File: src/include/otp_wiper_pkg.sv
// Purpose: Shared constants for the one-time-programmable wiper setting control.
// Assumes: 100 MHz system clock; serial link sampled by the system clock.
// Notes: Fuse burn time is long, so the top module takes its cycle count as a parameter.
package otp_wiper_pkg;
  // Wiper code width and number of tap positions on the resistor ladder.
  localparam int CODE_W = 6;
  localparam int TAP_COUNT = 64;
  // Midscale code loaded at power-on while the part is unprogrammed.
  localparam logic [5:0] MIDSCALE_CODE = 6'h20;
  // Fixed upper six bits of the slave address byte.
  localparam logic [5:0] ADDR_PREFIX = 6'h16;
  // Bit positions inside the address and instruction bytes.
  localparam int RW_BIT = 0;
  localparam int PROG_FLAG_BIT = 7;
  // Bits in a serial byte and the value of the bit counter once a byte is in.
  localparam logic [3:0] BYTE_BITS = 4'h8;
  // Validation codes {validation_high, validation_low}.
  localparam logic [1:0] VAL_READY = 2'h0;
  localparam logic [1:0] VAL_TEST_FAIL = 2'h1;
  localparam logic [1:0] VAL_FATAL = 2'h2;
  localparam logic [1:0] VAL_DONE = 2'h3;
  // Timing: system clock in kHz, fuse burn time in ms, derived cycle count.
  localparam int CLK_KHZ = 100000;
  localparam int BURN_TIME_MS = 400;
  localparam int BURN_CYCLES = BURN_TIME_MS * CLK_KHZ;
  // Cycles allowed for fuse sense lines to pass their synchronisers.
  localparam logic [2:0] SETTLE_CYCLES = 3'h4;
endpackage

File: src/hdl/otp_wiper_ctrl.sv
// Purpose: Serial slave, wiper latch and one-time fuse programming control.
// Assumes: Fuse array is external; its sense lines are asynchronous levels.
// Notes: Only power-on reset exists; the fuse sense lines carry state over it.
//
// Contract
// Decode the 6-bit latch code to exactly one of 64 taps.
// Unprogrammed part loads midscale code 32 at every power-on.
// Before programming, any number of code writes update the wiper.
// Program flag set in a write burns fuses with the current code.
// Store is six data fuses, one test fuse and one lock fuse.
// After correct data burn, blow lock; then refuse writes and programming.
// Master issues the programming command only once per unit.
// Read transfers return both validation bits.
// Validation: 00 ready, 01 test fuse fail, 10 fatal, 11 programmed.
// Master should read validation bits back after programming.
// Programmed part loads the stored fuse code at each power-on.
// Code 0 is the low end terminal; each increment moves one tap up.
// Address select pin is compared with one address bit.
// Address byte is 010110, select pin value, then read/write bit.
// Write is address, instruction with program flag, data; read omits instruction.
// Read byte holds validation bits on top and wiper code below.
`timescale 1ns/1ps
`default_nettype none
module otp_wiper_ctrl #(
  parameter int P_BURN_CYCLES = otp_wiper_pkg::BURN_CYCLES
) (
  // Clock and reset.
  input wire logic i_sys_clk,
  input wire logic i_rst_b,
  // Serial link and address select.
  input wire logic i_scl,
  input wire logic i_sda_in,
  output logic o_sda_out,
  output logic o_sda_oe,
  input wire logic i_address_select_pin,
  // Fuse array sense and burn controls.
  input wire logic [otp_wiper_pkg::CODE_W-1:0] i_fuse_data_sense,
  input wire logic i_fuse_test_sense,
  input wire logic i_fuse_lock_sense,
  output logic o_fuse_burn_data_en,
  output logic [otp_wiper_pkg::CODE_W-1:0] o_fuse_burn_code,
  output logic o_fuse_burn_lock_en,
  // Wiper and status.
  output logic [otp_wiper_pkg::TAP_COUNT-1:0] o_tap_select,
  output logic [otp_wiper_pkg::CODE_W-1:0] o_wiper_code,
  output logic o_validation_high,
  output logic o_validation_low,
  output logic o_busy
);
  typedef enum logic [2:0] {ST_IDLE, ST_ADDR, ST_INSTR, ST_DATA, ST_READ, ST_HOLD} link_e;
  typedef enum logic [2:0] {B_IDLE, B_DATA, B_CHECK, B_LOCK, B_DONE} burn_e;

  logic [1:0] scl_sync_reg, sda_sync_reg, sel_sync_reg, test_sync_reg, lock_sync_reg;
  logic [otp_wiper_pkg::CODE_W-1:0] data_sync1_reg, data_sync2_reg;
  logic scl_d_reg, sda_d_reg;
  logic scl_rise, scl_fall, start_cond, stop_cond;
  link_e link_reg;
  burn_e burn_reg;
  logic [3:0] bit_cnt_reg;
  logic ack_phase_reg;
  logic [7:0] rx_reg, tx_reg;
  logic prog_flag_reg, write_ok_reg, attempted_reg, por_done_reg;
  logic start_burn;
  logic [2:0] settle_reg;
  logic [31:0] burn_cnt_reg;
  logic locked;
  logic [1:0] val_next;
  logic [7:0] read_byte;

  ////////////////////////////////////////////////////////////////////////////
  // Two-flop synchronisers for every pin and fuse sense line.
  always_ff @(posedge i_sys_clk) begin
    if (!i_rst_b) begin
      scl_sync_reg <= 2'h3;
      sda_sync_reg <= 2'h3;
      sel_sync_reg <= 2'h0;
      test_sync_reg <= 2'h0;
      lock_sync_reg <= 2'h0;
      data_sync1_reg <= 6'h00;
      data_sync2_reg <= 6'h00;
      scl_d_reg <= 1'b1;
      sda_d_reg <= 1'b1;
    end else begin
      scl_sync_reg <= {scl_sync_reg[0], i_scl};
      sda_sync_reg <= {sda_sync_reg[0], i_sda_in};
      sel_sync_reg <= {sel_sync_reg[0], i_address_select_pin};
      test_sync_reg <= {test_sync_reg[0], i_fuse_test_sense};
      lock_sync_reg <= {lock_sync_reg[0], i_fuse_lock_sense};
      data_sync1_reg <= i_fuse_data_sense;
      data_sync2_reg <= data_sync1_reg;
      scl_d_reg <= scl_sync_reg[1];
      sda_d_reg <= sda_sync_reg[1];
    end
  end

  // Edges and bus conditions are taken only from the second flop stage.
  assign scl_rise = scl_sync_reg[1] && !scl_d_reg;
  assign scl_fall = !scl_sync_reg[1] && scl_d_reg;
  assign start_cond = scl_sync_reg[1] && scl_d_reg && !sda_sync_reg[1] && sda_d_reg;
  assign stop_cond = scl_sync_reg[1] && scl_d_reg && sda_sync_reg[1] && !sda_d_reg;

  // A blown lock fuse or any earlier attempt closes the part to changes.
  assign locked = lock_sync_reg[1] || attempted_reg || (burn_reg != B_IDLE); // see
  assign read_byte = {val_next, o_wiper_code}; // see

  ////////////////////////////////////////////////////////////////////////////
  // Validation bits come from the sensed fuses and the attempt flag.
  always_comb begin
    if (lock_sync_reg[1]) begin
      val_next = otp_wiper_pkg::VAL_DONE;
    end else if (!test_sync_reg[1]) begin
      val_next = attempted_reg ? otp_wiper_pkg::VAL_TEST_FAIL : otp_wiper_pkg::VAL_READY;
    end else begin
      val_next = otp_wiper_pkg::VAL_FATAL;
    end
  end

  always_ff @(posedge i_sys_clk) begin
    if (!i_rst_b) begin
      o_validation_high <= 1'b0;
      o_validation_low <= 1'b0;
    end else begin
      o_validation_high <= val_next[1];
      o_validation_low <= val_next[0];
    end
  end

  ////////////////////////////////////////////////////////////////////////////
  // Serial slave: bytes are sampled on rising clock, the line changes on falling clock.
  always_ff @(posedge i_sys_clk) begin
    if (!i_rst_b) begin
      link_reg <= ST_IDLE;
      bit_cnt_reg <= 4'h0;
      ack_phase_reg <= 1'b0;
      rx_reg <= 8'h00;
      tx_reg <= 8'h00;
      o_sda_oe <= 1'b0;
      prog_flag_reg <= 1'b0;
      write_ok_reg <= 1'b0;
    end else if (start_cond) begin
      link_reg <= ST_ADDR;
      bit_cnt_reg <= 4'h0;
      ack_phase_reg <= 1'b0;
      o_sda_oe <= 1'b0;
    end else if (stop_cond) begin
      link_reg <= ST_IDLE;
      o_sda_oe <= 1'b0;
    end else if (link_reg == ST_READ) begin
      if (scl_rise && ack_phase_reg && sda_sync_reg[1]) begin
        link_reg <= ST_HOLD; // Master did not acknowledge: stop sending.
      end else if (scl_rise && !ack_phase_reg) begin
        bit_cnt_reg <= bit_cnt_reg + 4'h1;
      end else if (scl_fall && ack_phase_reg) begin
        ack_phase_reg <= 1'b0;
        bit_cnt_reg <= 4'h0;
        tx_reg <= read_byte;
        o_sda_oe <= !read_byte[7];
      end else if (scl_fall && bit_cnt_reg == otp_wiper_pkg::BYTE_BITS) begin
        ack_phase_reg <= 1'b1;
        o_sda_oe <= 1'b0;
      end else if (scl_fall) begin
        tx_reg <= {tx_reg[6:0], 1'b0};
        o_sda_oe <= !tx_reg[6];
      end
    end else if (link_reg != ST_IDLE && link_reg != ST_HOLD) begin
      if (scl_rise && bit_cnt_reg != otp_wiper_pkg::BYTE_BITS) begin
        rx_reg <= {rx_reg[6:0], sda_sync_reg[1]};
        bit_cnt_reg <= bit_cnt_reg + 4'h1;
      end else if (scl_fall && bit_cnt_reg == otp_wiper_pkg::BYTE_BITS && !ack_phase_reg) begin
        ack_phase_reg <= 1'b1;
        case (link_reg)
          ST_ADDR: begin
            if (rx_reg[7:1] == {otp_wiper_pkg::ADDR_PREFIX, sel_sync_reg[1]}) begin
              o_sda_oe <= 1'b1; // see
            end else begin
              link_reg <= ST_HOLD;
            end
          end
          ST_INSTR: begin
            prog_flag_reg <= rx_reg[otp_wiper_pkg::PROG_FLAG_BIT];
            o_sda_oe <= 1'b1;
          end
          ST_DATA: begin
            write_ok_reg <= !locked;
            o_sda_oe <= !locked; // Refused data byte is not acknowledged, see.
          end
          default: begin
            link_reg <= ST_HOLD;
          end
        endcase
      end else if (scl_fall && ack_phase_reg) begin
        ack_phase_reg <= 1'b0;
        bit_cnt_reg <= 4'h0;
        write_ok_reg <= 1'b0;
        case (link_reg)
          ST_ADDR: begin
            if (rx_reg[otp_wiper_pkg::RW_BIT]) begin
              link_reg <= ST_READ;
              tx_reg <= read_byte;
              o_sda_oe <= !read_byte[7];
            end else begin
              link_reg <= ST_INSTR;
              o_sda_oe <= 1'b0;
            end
          end
          ST_INSTR: begin
            link_reg <= ST_DATA;
            o_sda_oe <= 1'b0;
          end
          default: begin
            link_reg <= ST_HOLD; // Further bytes of a write are ignored.
            o_sda_oe <= 1'b0;
          end
        endcase
      end
    end
  end

  // The data byte is committed when its acknowledge ends.
  assign start_burn = write_ok_reg && scl_fall && ack_phase_reg && prog_flag_reg;

  ////////////////////////////////////////////////////////////////////////////
  // Wiper latch: midscale or stored code at power-on, free writes until locked.
  always_ff @(posedge i_sys_clk) begin
    if (!i_rst_b) begin
      o_wiper_code <= otp_wiper_pkg::MIDSCALE_CODE;
      por_done_reg <= 1'b0;
      settle_reg <= 3'h0;
    end else if (!por_done_reg) begin
      // Wait until the fuse sense lines have crossed their synchronisers.
      settle_reg <= settle_reg + 3'h1;
      if (settle_reg == otp_wiper_pkg::SETTLE_CYCLES) begin
        por_done_reg <= 1'b1;
        if (lock_sync_reg[1]) begin
          o_wiper_code <= data_sync2_reg;
        end
      end
    end else if (write_ok_reg && scl_fall && ack_phase_reg) begin
      o_wiper_code <= rx_reg[otp_wiper_pkg::CODE_W-1:0];
    end
  end

  ////////////////////////////////////////////////////////////////////////////
  // Fuse burn: data and test fuses first, lock fuse only if the data reads back right.
  always_ff @(posedge i_sys_clk) begin
    if (!i_rst_b) begin
      burn_reg <= B_IDLE;
      burn_cnt_reg <= 32'h0;
      attempted_reg <= 1'b0;
      o_fuse_burn_data_en <= 1'b0;
      o_fuse_burn_lock_en <= 1'b0;
      o_fuse_burn_code <= 6'h00;
    end else begin
      case (burn_reg)
        B_IDLE: begin
          if (start_burn) begin
            burn_reg <= B_DATA; // see
            attempted_reg <= 1'b1;
            o_fuse_burn_code <= rx_reg[otp_wiper_pkg::CODE_W-1:0];
            o_fuse_burn_data_en <= 1'b1;
            burn_cnt_reg <= 32'h0;
          end
        end
        B_DATA, B_LOCK: begin
          burn_cnt_reg <= burn_cnt_reg + 32'h1;
          if (burn_cnt_reg == 32'(P_BURN_CYCLES - 1)) begin
            o_fuse_burn_data_en <= 1'b0;
            o_fuse_burn_lock_en <= 1'b0;
            burn_cnt_reg <= 32'h0;
            burn_reg <= (burn_reg == B_DATA) ? B_CHECK : B_DONE;
          end
        end
        B_CHECK: begin
          burn_cnt_reg <= burn_cnt_reg + 32'h1;
          if (burn_cnt_reg == 32'(otp_wiper_pkg::SETTLE_CYCLES)) begin
            burn_cnt_reg <= 32'h0;
            if (test_sync_reg[1] && data_sync2_reg == o_fuse_burn_code) begin
              burn_reg <= B_LOCK;
              o_fuse_burn_lock_en <= 1'b1;
            end else begin
              burn_reg <= B_DONE;
            end
          end
        end
        B_DONE: begin
          burn_reg <= B_DONE; // One attempt only until the next power-on.
        end
        default: begin
          burn_reg <= B_IDLE;
        end
      endcase
    end
  end

  always_ff @(posedge i_sys_clk) begin
    if (!i_rst_b) begin
      o_busy <= 1'b0;
      o_sda_out <= 1'b0;
    end else begin
      o_busy <= start_burn || (burn_reg == B_DATA) || (burn_reg == B_CHECK) || (burn_reg == B_LOCK);
      o_sda_out <= 1'b0; // Open drain: the line is only ever pulled low.
    end
  end

  ////////////////////////////////////////////////////////////////////////////
  // Tap decoder drives the ladder switches.
  otp_tap_decoder u_dec (
    .i_sys_clk(i_sys_clk),
    .i_rst_b(i_rst_b),
    .i_code(o_wiper_code),
    .o_tap_select(o_tap_select)
  );
endmodule
`default_nettype wire

File: src/hdl/otp_tap_decoder.sv
// Purpose: Decode the wiper code into a one-hot tap select for the resistor ladder.
// Assumes: Code arrives from logic on the same clock.
// Notes: Output is registered so the ladder switches see no decode glitches.
`timescale 1ns/1ps
`default_nettype none
module otp_tap_decoder (
  // Clock and reset.
  input wire logic i_sys_clk,
  input wire logic i_rst_b,
  // Wiper code in, tap select out.
  input wire logic [otp_wiper_pkg::CODE_W-1:0] i_code,
  output logic [otp_wiper_pkg::TAP_COUNT-1:0] o_tap_select
);
  ////////////////////////////////////////////////////////////////////////////
  // One flop per tap; tap 0 is the low end terminal, each step one tap up.
  genvar g;
  generate
    for (g = 0; g < otp_wiper_pkg::TAP_COUNT; g = g + 1) begin : g_tap
      always_ff @(posedge i_sys_clk) begin
        if (!i_rst_b) begin
          o_tap_select[g] <= (g == int'(otp_wiper_pkg::MIDSCALE_CODE));
        end else begin
          o_tap_select[g] <= (int'(i_code) == g); // see
        end
      end
    end
  endgenerate
endmodule
`default_nettype wire

File: config.mk
export PLATFORM = sky130hd
export DESIGN_NAME = otp_wiper_ctrl
export DESIGN_NICKNAME = d
export VERILOG_FILES = /design/src/include/otp_wiper_pkg.sv /design/src/hdl/otp_wiper_ctrl.sv /design/src/hdl/otp_tap_decoder.sv
export SDC_FILE = /design/constraint.sdc
export NUM_CORES = 1
export LEC_CHECK = 0
export BUFFER_PORTS_ARGS = -buffer_cell sky130_fd_sc_hd__buf_4
export CAP_MARGIN = 20
export CORE_AREA = 2 2 154 156
export CTS_CLUSTER_DIAMETER = 100
export DETAILED_ROUTE_END_ITERATION = 16
export DIE_AREA = 0 0 156 158
export PLACE_DENSITY = 0.59
export RECOVER_POWER = 100
export REMOVE_ABC_BUFFERS = 1
export SETUP_SLACK_MARGIN = 0.1
export SYNTH_ARGS = -nofsm -noshare
export SYNTH_HDL_FRONTEND = slang
export SYNTH_SLANG_ARGS = --single-unit
File: constraint.sdc
create_clock -name i_sys_clk -period 2.07 [get_ports i_sys_clk]
set_input_delay 0.1035 -clock i_sys_clk [delete_from_list [all_inputs] [get_ports i_sys_clk]]
set_output_delay 0.1035 -clock i_sys_clk [all_outputs]
set_load 0.02 [all_outputs]
Word-level counts from Yosys, hierarchy flattened
Index checks and enable logic that the tools add are counted.
Storage, ports and cells
  bits of input ports: 13
  word-level logic and storage cells: 354
  flip-flop bits (word level): 171
  output and inout port bits: 83
Operators by class
  bitwise logic cells: 5
  mux-type cells: 81
  eq/ne operators: 102
  add/sub/neg operators: 3
  reductions and logical operators: 69
Operator list (count)
  6-bit equality test (second input constant): 32
  6-bit by 5-bit equality test with 1-bit output (second input constant): 16
  32-bit 2-to-1 mux: 3
  32-bit case mux with 3 select lines: 1
  7-bit 2-to-1 mux: 12
  6-bit by 4-bit equality test with 1-bit output (second input constant): 8
  3-bit 2-to-1 mux: 13
  1-bit 2-to-1 mux: 33
  32-bit by 1-bit adder with 32-bit output (second input constant): 1
  32-bit by 26-bit equality test with 1-bit output (second input constant): 1
  32-bit by 3-bit equality test with 1-bit output (second input constant): 1
  4-bit 2-to-1 mux: 7
  6-bit by 3-bit equality test with 1-bit output (second input constant): 4
  6-bit 2-to-1 mux: 4
  7-bit AND reduction: 3
  2-bit nonzero test: 10
  1-bit logical AND: 19
  2-bit inequality test (second input constant): 9
  4-bit inequality test (second input constant): 4
  3-bit by 2-bit equality test with 1-bit output (second input constant): 4
  6-bit by 2-bit equality test with 1-bit output (second input constant): 2
  3-bit case mux with 2 select lines: 2
  3-bit case mux with 4 select lines: 1
  12-bit AND reduction: 1
  other kinds (35): 69

Depth between registers and ports, before layout
  depth after elaboration: 11
  mapped depth: 8
  gate-level depth less buffers: 7

By module
A second synthesis with hierarchy kept.
Unflattened totals
  cells, all modules: 738
  area, all modules: 6881.6 um^2
By module, submodules not included
  otp_wiper_ctrl: sequential area each 2142.1 um^2, cells each 580, instances 1, area each 5131.2 um^2
  otp_tap_decoder: sequential area each 1281.2 um^2, cells each 158, instances 1, area each 1750.4 um^2

Worst setup path after synthesis
OpenSTA, ideal clock, no wires.
  path type: reg2reg
  start point: register burn_cnt_reg[0]
  end point: register burn_cnt_reg[26]
  period minus slack after synthesis: 2.168 ns
  arrival time: 2.038 ns
  buffers on the path: 1
  cell stages (with the launch flop): 8
  path slack: -0.098 ns
  data required time: 1.940 ns
  library setup time: 0.130 ns
  cell sequence: dfxtp_1 > ha_1 > and3_1 > nand4_4 > or4_4 > buf_2 > o41ai_1 > a21oi_1
Between the ends
  word-level cells in the longest chain between the ends: 3
  elaborated cells on any way between the ends: 6
  those cells by class: add/sub: 1; eq/ne: 2; mux: 3
RTL lines
  start, declared: line otp_wiper_ctrl.sv:65  | logic [31:0] burn_cnt_reg;
  start signal, assigned: line otp_wiper_ctrl.sv:265  | burn_cnt_reg <= burn_cnt_reg + 32'h1;
  start signal, assigned: line otp_wiper_ctrl.sv:274  | burn_cnt_reg <= burn_cnt_reg + 32'h1;
  32-bit by 1-bit adder with 32-bit output (tied with other cells): line otp_wiper_ctrl.sv:265, otp_wiper_ctrl.sv:274
  32-bit 2-to-1 mux, on equally long branches: line otp_wiper_ctrl.sv:275, otp_wiper_ctrl.sv:266
  32-bit case mux with 3 select lines *: line otp_wiper_ctrl.sv:254  | case (burn_reg)
Mark *: on every way between the ends. The rest lies on a longest branch, timed or not.
A chain may end at the register's enable or synchronous reset.

Worst setup path in the final report
  start point: register burn_cnt_reg[21]
  end point: register burn_cnt_reg[19]
Between the ends
  word-level cells in the longest chain between the ends: 3
  elaborated cells on any way between the ends: 5
  those cells by class: eq/ne: 2; mux: 3
RTL lines (line)
  32-bit by 3-bit equality test with 1-bit output / 32-bit by 26-bit equality test with 1-bit output (equally long branches): otp_wiper_ctrl.sv:275, otp_wiper_ctrl.sv:266
  32-bit 2-to-1 mux, on equally long branches: otp_wiper_ctrl.sv:275, otp_wiper_ctrl.sv:266
  32-bit case mux with 3 select lines *: otp_wiper_ctrl.sv:254
Marks and branches as above.

==> impl_results.md <==
- Maxcap violations: 0
- Layout area overhead: 32.2%
- DRT Pass-1 Iters: 5
- Power, Total: approximately 6.7 mW
- Layout Skew: 0.0140 ns
- Design area: 0.00897 mm^2
- Synthesis Warnings: 0
- Root Buffer: clkbuf_16
- Met2 GRT Util: a little under a quarter
- Core area: 0.0231 mm^2
- Yosys cell types: slightly above 70
- Io pins: between 90 and 100
- Die X: 156 um
- Startpoint Class: flip-flop
- Clk_lat worst skew: around 0.43 ns
- Final Wtd Congestion: approximately 0.88
- Fillcell total: 2,337
- Flip-flop and latch area: 0.00344 mm^2
- # port buffers: 94
- Area taken by multi-input logic gates: around 0.0033 mm^2
- Remaining Overflow, GRT: 0
- Die area: between 0.02 and 0.025 mm^2
- Antenna Nets Post-Route: 0
- R2r worst-path depth: 8
- Total Wirelength: ~18,000 um
- GR Layer Usage met1: a little under a fifth
- Slew headroom: between 50% and 60%
- First-pass GRT wire length: 28,300 um
- Sink Count: 171
- DP Area: approximately 0.008 mm^2
- Static leakage: about 3.2 nW
- Fin. max-slew vios: 0
- Cells after synthesis: about 750
- Post-synthesis register bit count: around 170
- Critical-path cell list: nor4_1 -> buf_4 -> nand4_1 -> a32o_2 -> o31ai_4 -> buf_6 -> clkbuf_16 -> a21oi_1
- CP Max Fanout: 6
- Layer with the highest usage: met2
- Nets: 934
- Crit Reg-Reg Startpoint: burn_cnt_reg[21]$_SDFFE_PN0P_
- Iteration-0 DRC Markers: 396
- Post-synthesis cell area: approximately 0.0068 mm^2
- Fmax: ~0.48 GHz
- Type of the most critical hold path: primary input to flip-flop
- Total CTS buffers: 17
- Peak supply drop: about 330 uV
- Slowest Stage Delay on Critical Path: ~0.36 ns
- Initial antenna violation count: 0
- Gr usage total: 14.4%
- PwrDens: approximately 750 mW/mm^2
- Vias in the first global route: 5,495
- Initial core utilization: 29.4%
- Row count: 56
- DIE HEIGHT: 158 um
- Actual slew at the worst max-slew pin: around 0.66 ns
- Post-synth top cells: 171 x dfxtp_1, 126 x nor2_1, 47 x nand2_1, 34 x a21oi_1, 32 x clkbuf_1
- Avg Vias per Cell: 4.86
- Crit path time final: 2.08 ns
- Unrepaired setup endpoints after global routing: true
- Worst-path clk slew: ~0.070 ns
- R2R setup slack: -0.01 ns
- Largest net degree at the start of global routing: 41
- Top-count cell post-synth: dfxtp_1
- Final worst-path setup slack: -0.0107 ns
- Worst r2r dst: burn_cnt_reg[19]$_SDFFE_PN0P_
- Synth top area share: 50.5%
- Mapped Avg Cell Area: about 9 um^2
- Failing checks: setup timing
- CP max stage cell: nor4_1
- Worst Hold Path Cells: 3
- Yosys top cell by area: dfxtp_1
- Largest cells by area after synthesis: dfxtp_1 50%, nor2_1 7.0%, mux2i_1 3.8%
- GRT met3 Usage: under 10%
- Hold Startpoint: i_rst_b
- EDFF count, synth: 0
- Hold endpoint: ack_phase_reg$_SDFFE_PP0P_
- H-tree depth: 4
- Final period utilization: 101%
- Worst EP required: 2.39 ns
- Async SR Flop Fraction: 0%
- Nature of the critical path endpoint: flip-flop
- Vias: a little under 6,000
- Ant diodes: 0
- Dpl hpwl: between 10,000 and 15,000 um
- DRC: 0
- Sequential area share after synthesis: 50.5%
- Fin. Hold Viols: 0
- Crit path DAT: about 2.4 ns
- Final setup fails: 13
- Outcome: finished, violations left
- Clock Tree Buf Depth: 2
- WS Path Type: flip-flop to flip-flop
- Max FFs per register: between 60 and 70
- Worst slack, placed: -0.0125 ns
- Average wire per standard cell: 14.9 um
- CTS tree: built
- Share of post-route cells with drive strength above 1: between 15 and 20%
- Final core occ: roughly two fifths
- Dominant synthesized flop cell: dfxtp_1
==> stage by stage <==
stage	cells	setup TNS, ns	hold slack (ns)
floorplan	707	-12.73	0.165
global placement	1160	0	0.294
detailed placement	1160	-0.127	0.296
CTS	1209	0	0.171
global route	1218	-3.17	0.204
finish	1218	-0.0757	0.178
==> cells by family (layout without fill, tap and decap cells) <==
| logic type | after synthesis | after routing | synth area share, % |
|---|---|---|---|
| AO/OA/AOI/OAI | 119 | 119 | 11.8 |
| XOR/XNOR | 20 | 20 | 2.58 |
| adder cells (fa/ha/maj) | 6 | 6 | 1.11 |
| buffers and inverters | 63 | 240 | 3.78 |
| flip-flops | 171 | 171 | 50.5 |
| multiplexers | 26 | 26 | 3.84 |
| other | 1 | 1 | 0.0553 |
| AND/OR/NAND/NOR | 345 | 345 | 26.4 |
==> repair_timing <==
item / in CTS / in global routing
endpoints found under the hold margin: 11 / 0
endpoints found under the setup margin: 34 / 54
buffers inserted: 2 / 9
hold buffers: 13 / 0
gates resized for setup: 28 / 45
gates cloned: 2 / 1
pin swaps: 5 / 16
==> power by group <==
group | switching [mW] | internal [mW] | total (mW) | leakage [nW]
Clock | 1.50 | 1.61 | 3.11 | 0.271
Sequential | 0.0272 | 3.32 | 3.35 | 1.39
Combinational | 0.135 | 0.120 | 0.256 | 1.57
==> worst max-delay path by stage <==
stage	from	to	slack [ns]	depth (start not counted)
floorplan	ack_phase_reg$_SDFFE_PP0P_	burn_cnt_reg[10]$_SDFFE_PN0P_	-0.51	5
global placement	burn_cnt_reg[0]$_SDFFE_PN0P_	burn_cnt_reg[26]$_SDFFE_PN0P_	0.03	8
detailed placement	burn_cnt_reg[0]$_SDFFE_PN0P_	burn_cnt_reg[17]$_SDFFE_PN0P_	-0.01	9
CTS	burn_cnt_reg[0]$_SDFFE_PN0P_	burn_cnt_reg[26]$_SDFFE_PN0P_	0.07	10
global route	burn_cnt_reg[0]$_SDFFE_PN0P_	burn_cnt_reg[27]$_SDFFE_PN0P_	-0.12	10
finish	burn_cnt_reg[21]$_SDFFE_PN0P_	burn_cnt_reg[19]$_SDFFE_PN0P_	-0.01	8
==> metal layers <==
layer	up-vias	wire, um
met5	-	0
met4	0	272
met3	21	1100
met2	203	7990
met1	2736	8730
li1	2954	-
==> critical path: cells and delay by family, from the launching register on <==
family | cells | cell delay (ns)
compound gates | 3 | 0.67
buf+inv | 3 | 0.49
flops | 1 | 0.35
simple gates | 2 | 0.46
==> cell type report <==
type                            count  area share (%)
Multi-Input combinational cell    517            37.0
Clock inverter                     15            1.66
Tap cell                          290            4.04
Clock buffer                       17            4.74
Sequential cell                   171            38.3
Timing Repair Buffer              189            13.4
Inverter                           19           0.851
==> cell usage in the layout (no fill, tap or decap), types with 12 or more instances in the layout <==
cell type / n
nor2b_1: 12
buf_4: 62
nand4_1: 14
a21oi_1: 21
or3_1: 15
dlygate4sd3_1: 13
xnor2_1: 18
o21ai_0: 23
a21oi_2: 14
inv_1: 16
nand2_1: 47
dfxtp_1: 162
nor2_1: 121
clkbuf_1: 91
mux2i_1: 26
and2_1: 15
nand3_1: 26
clkbuf_16: 18
Note: power is estimated with default switching activity, not from simulation.
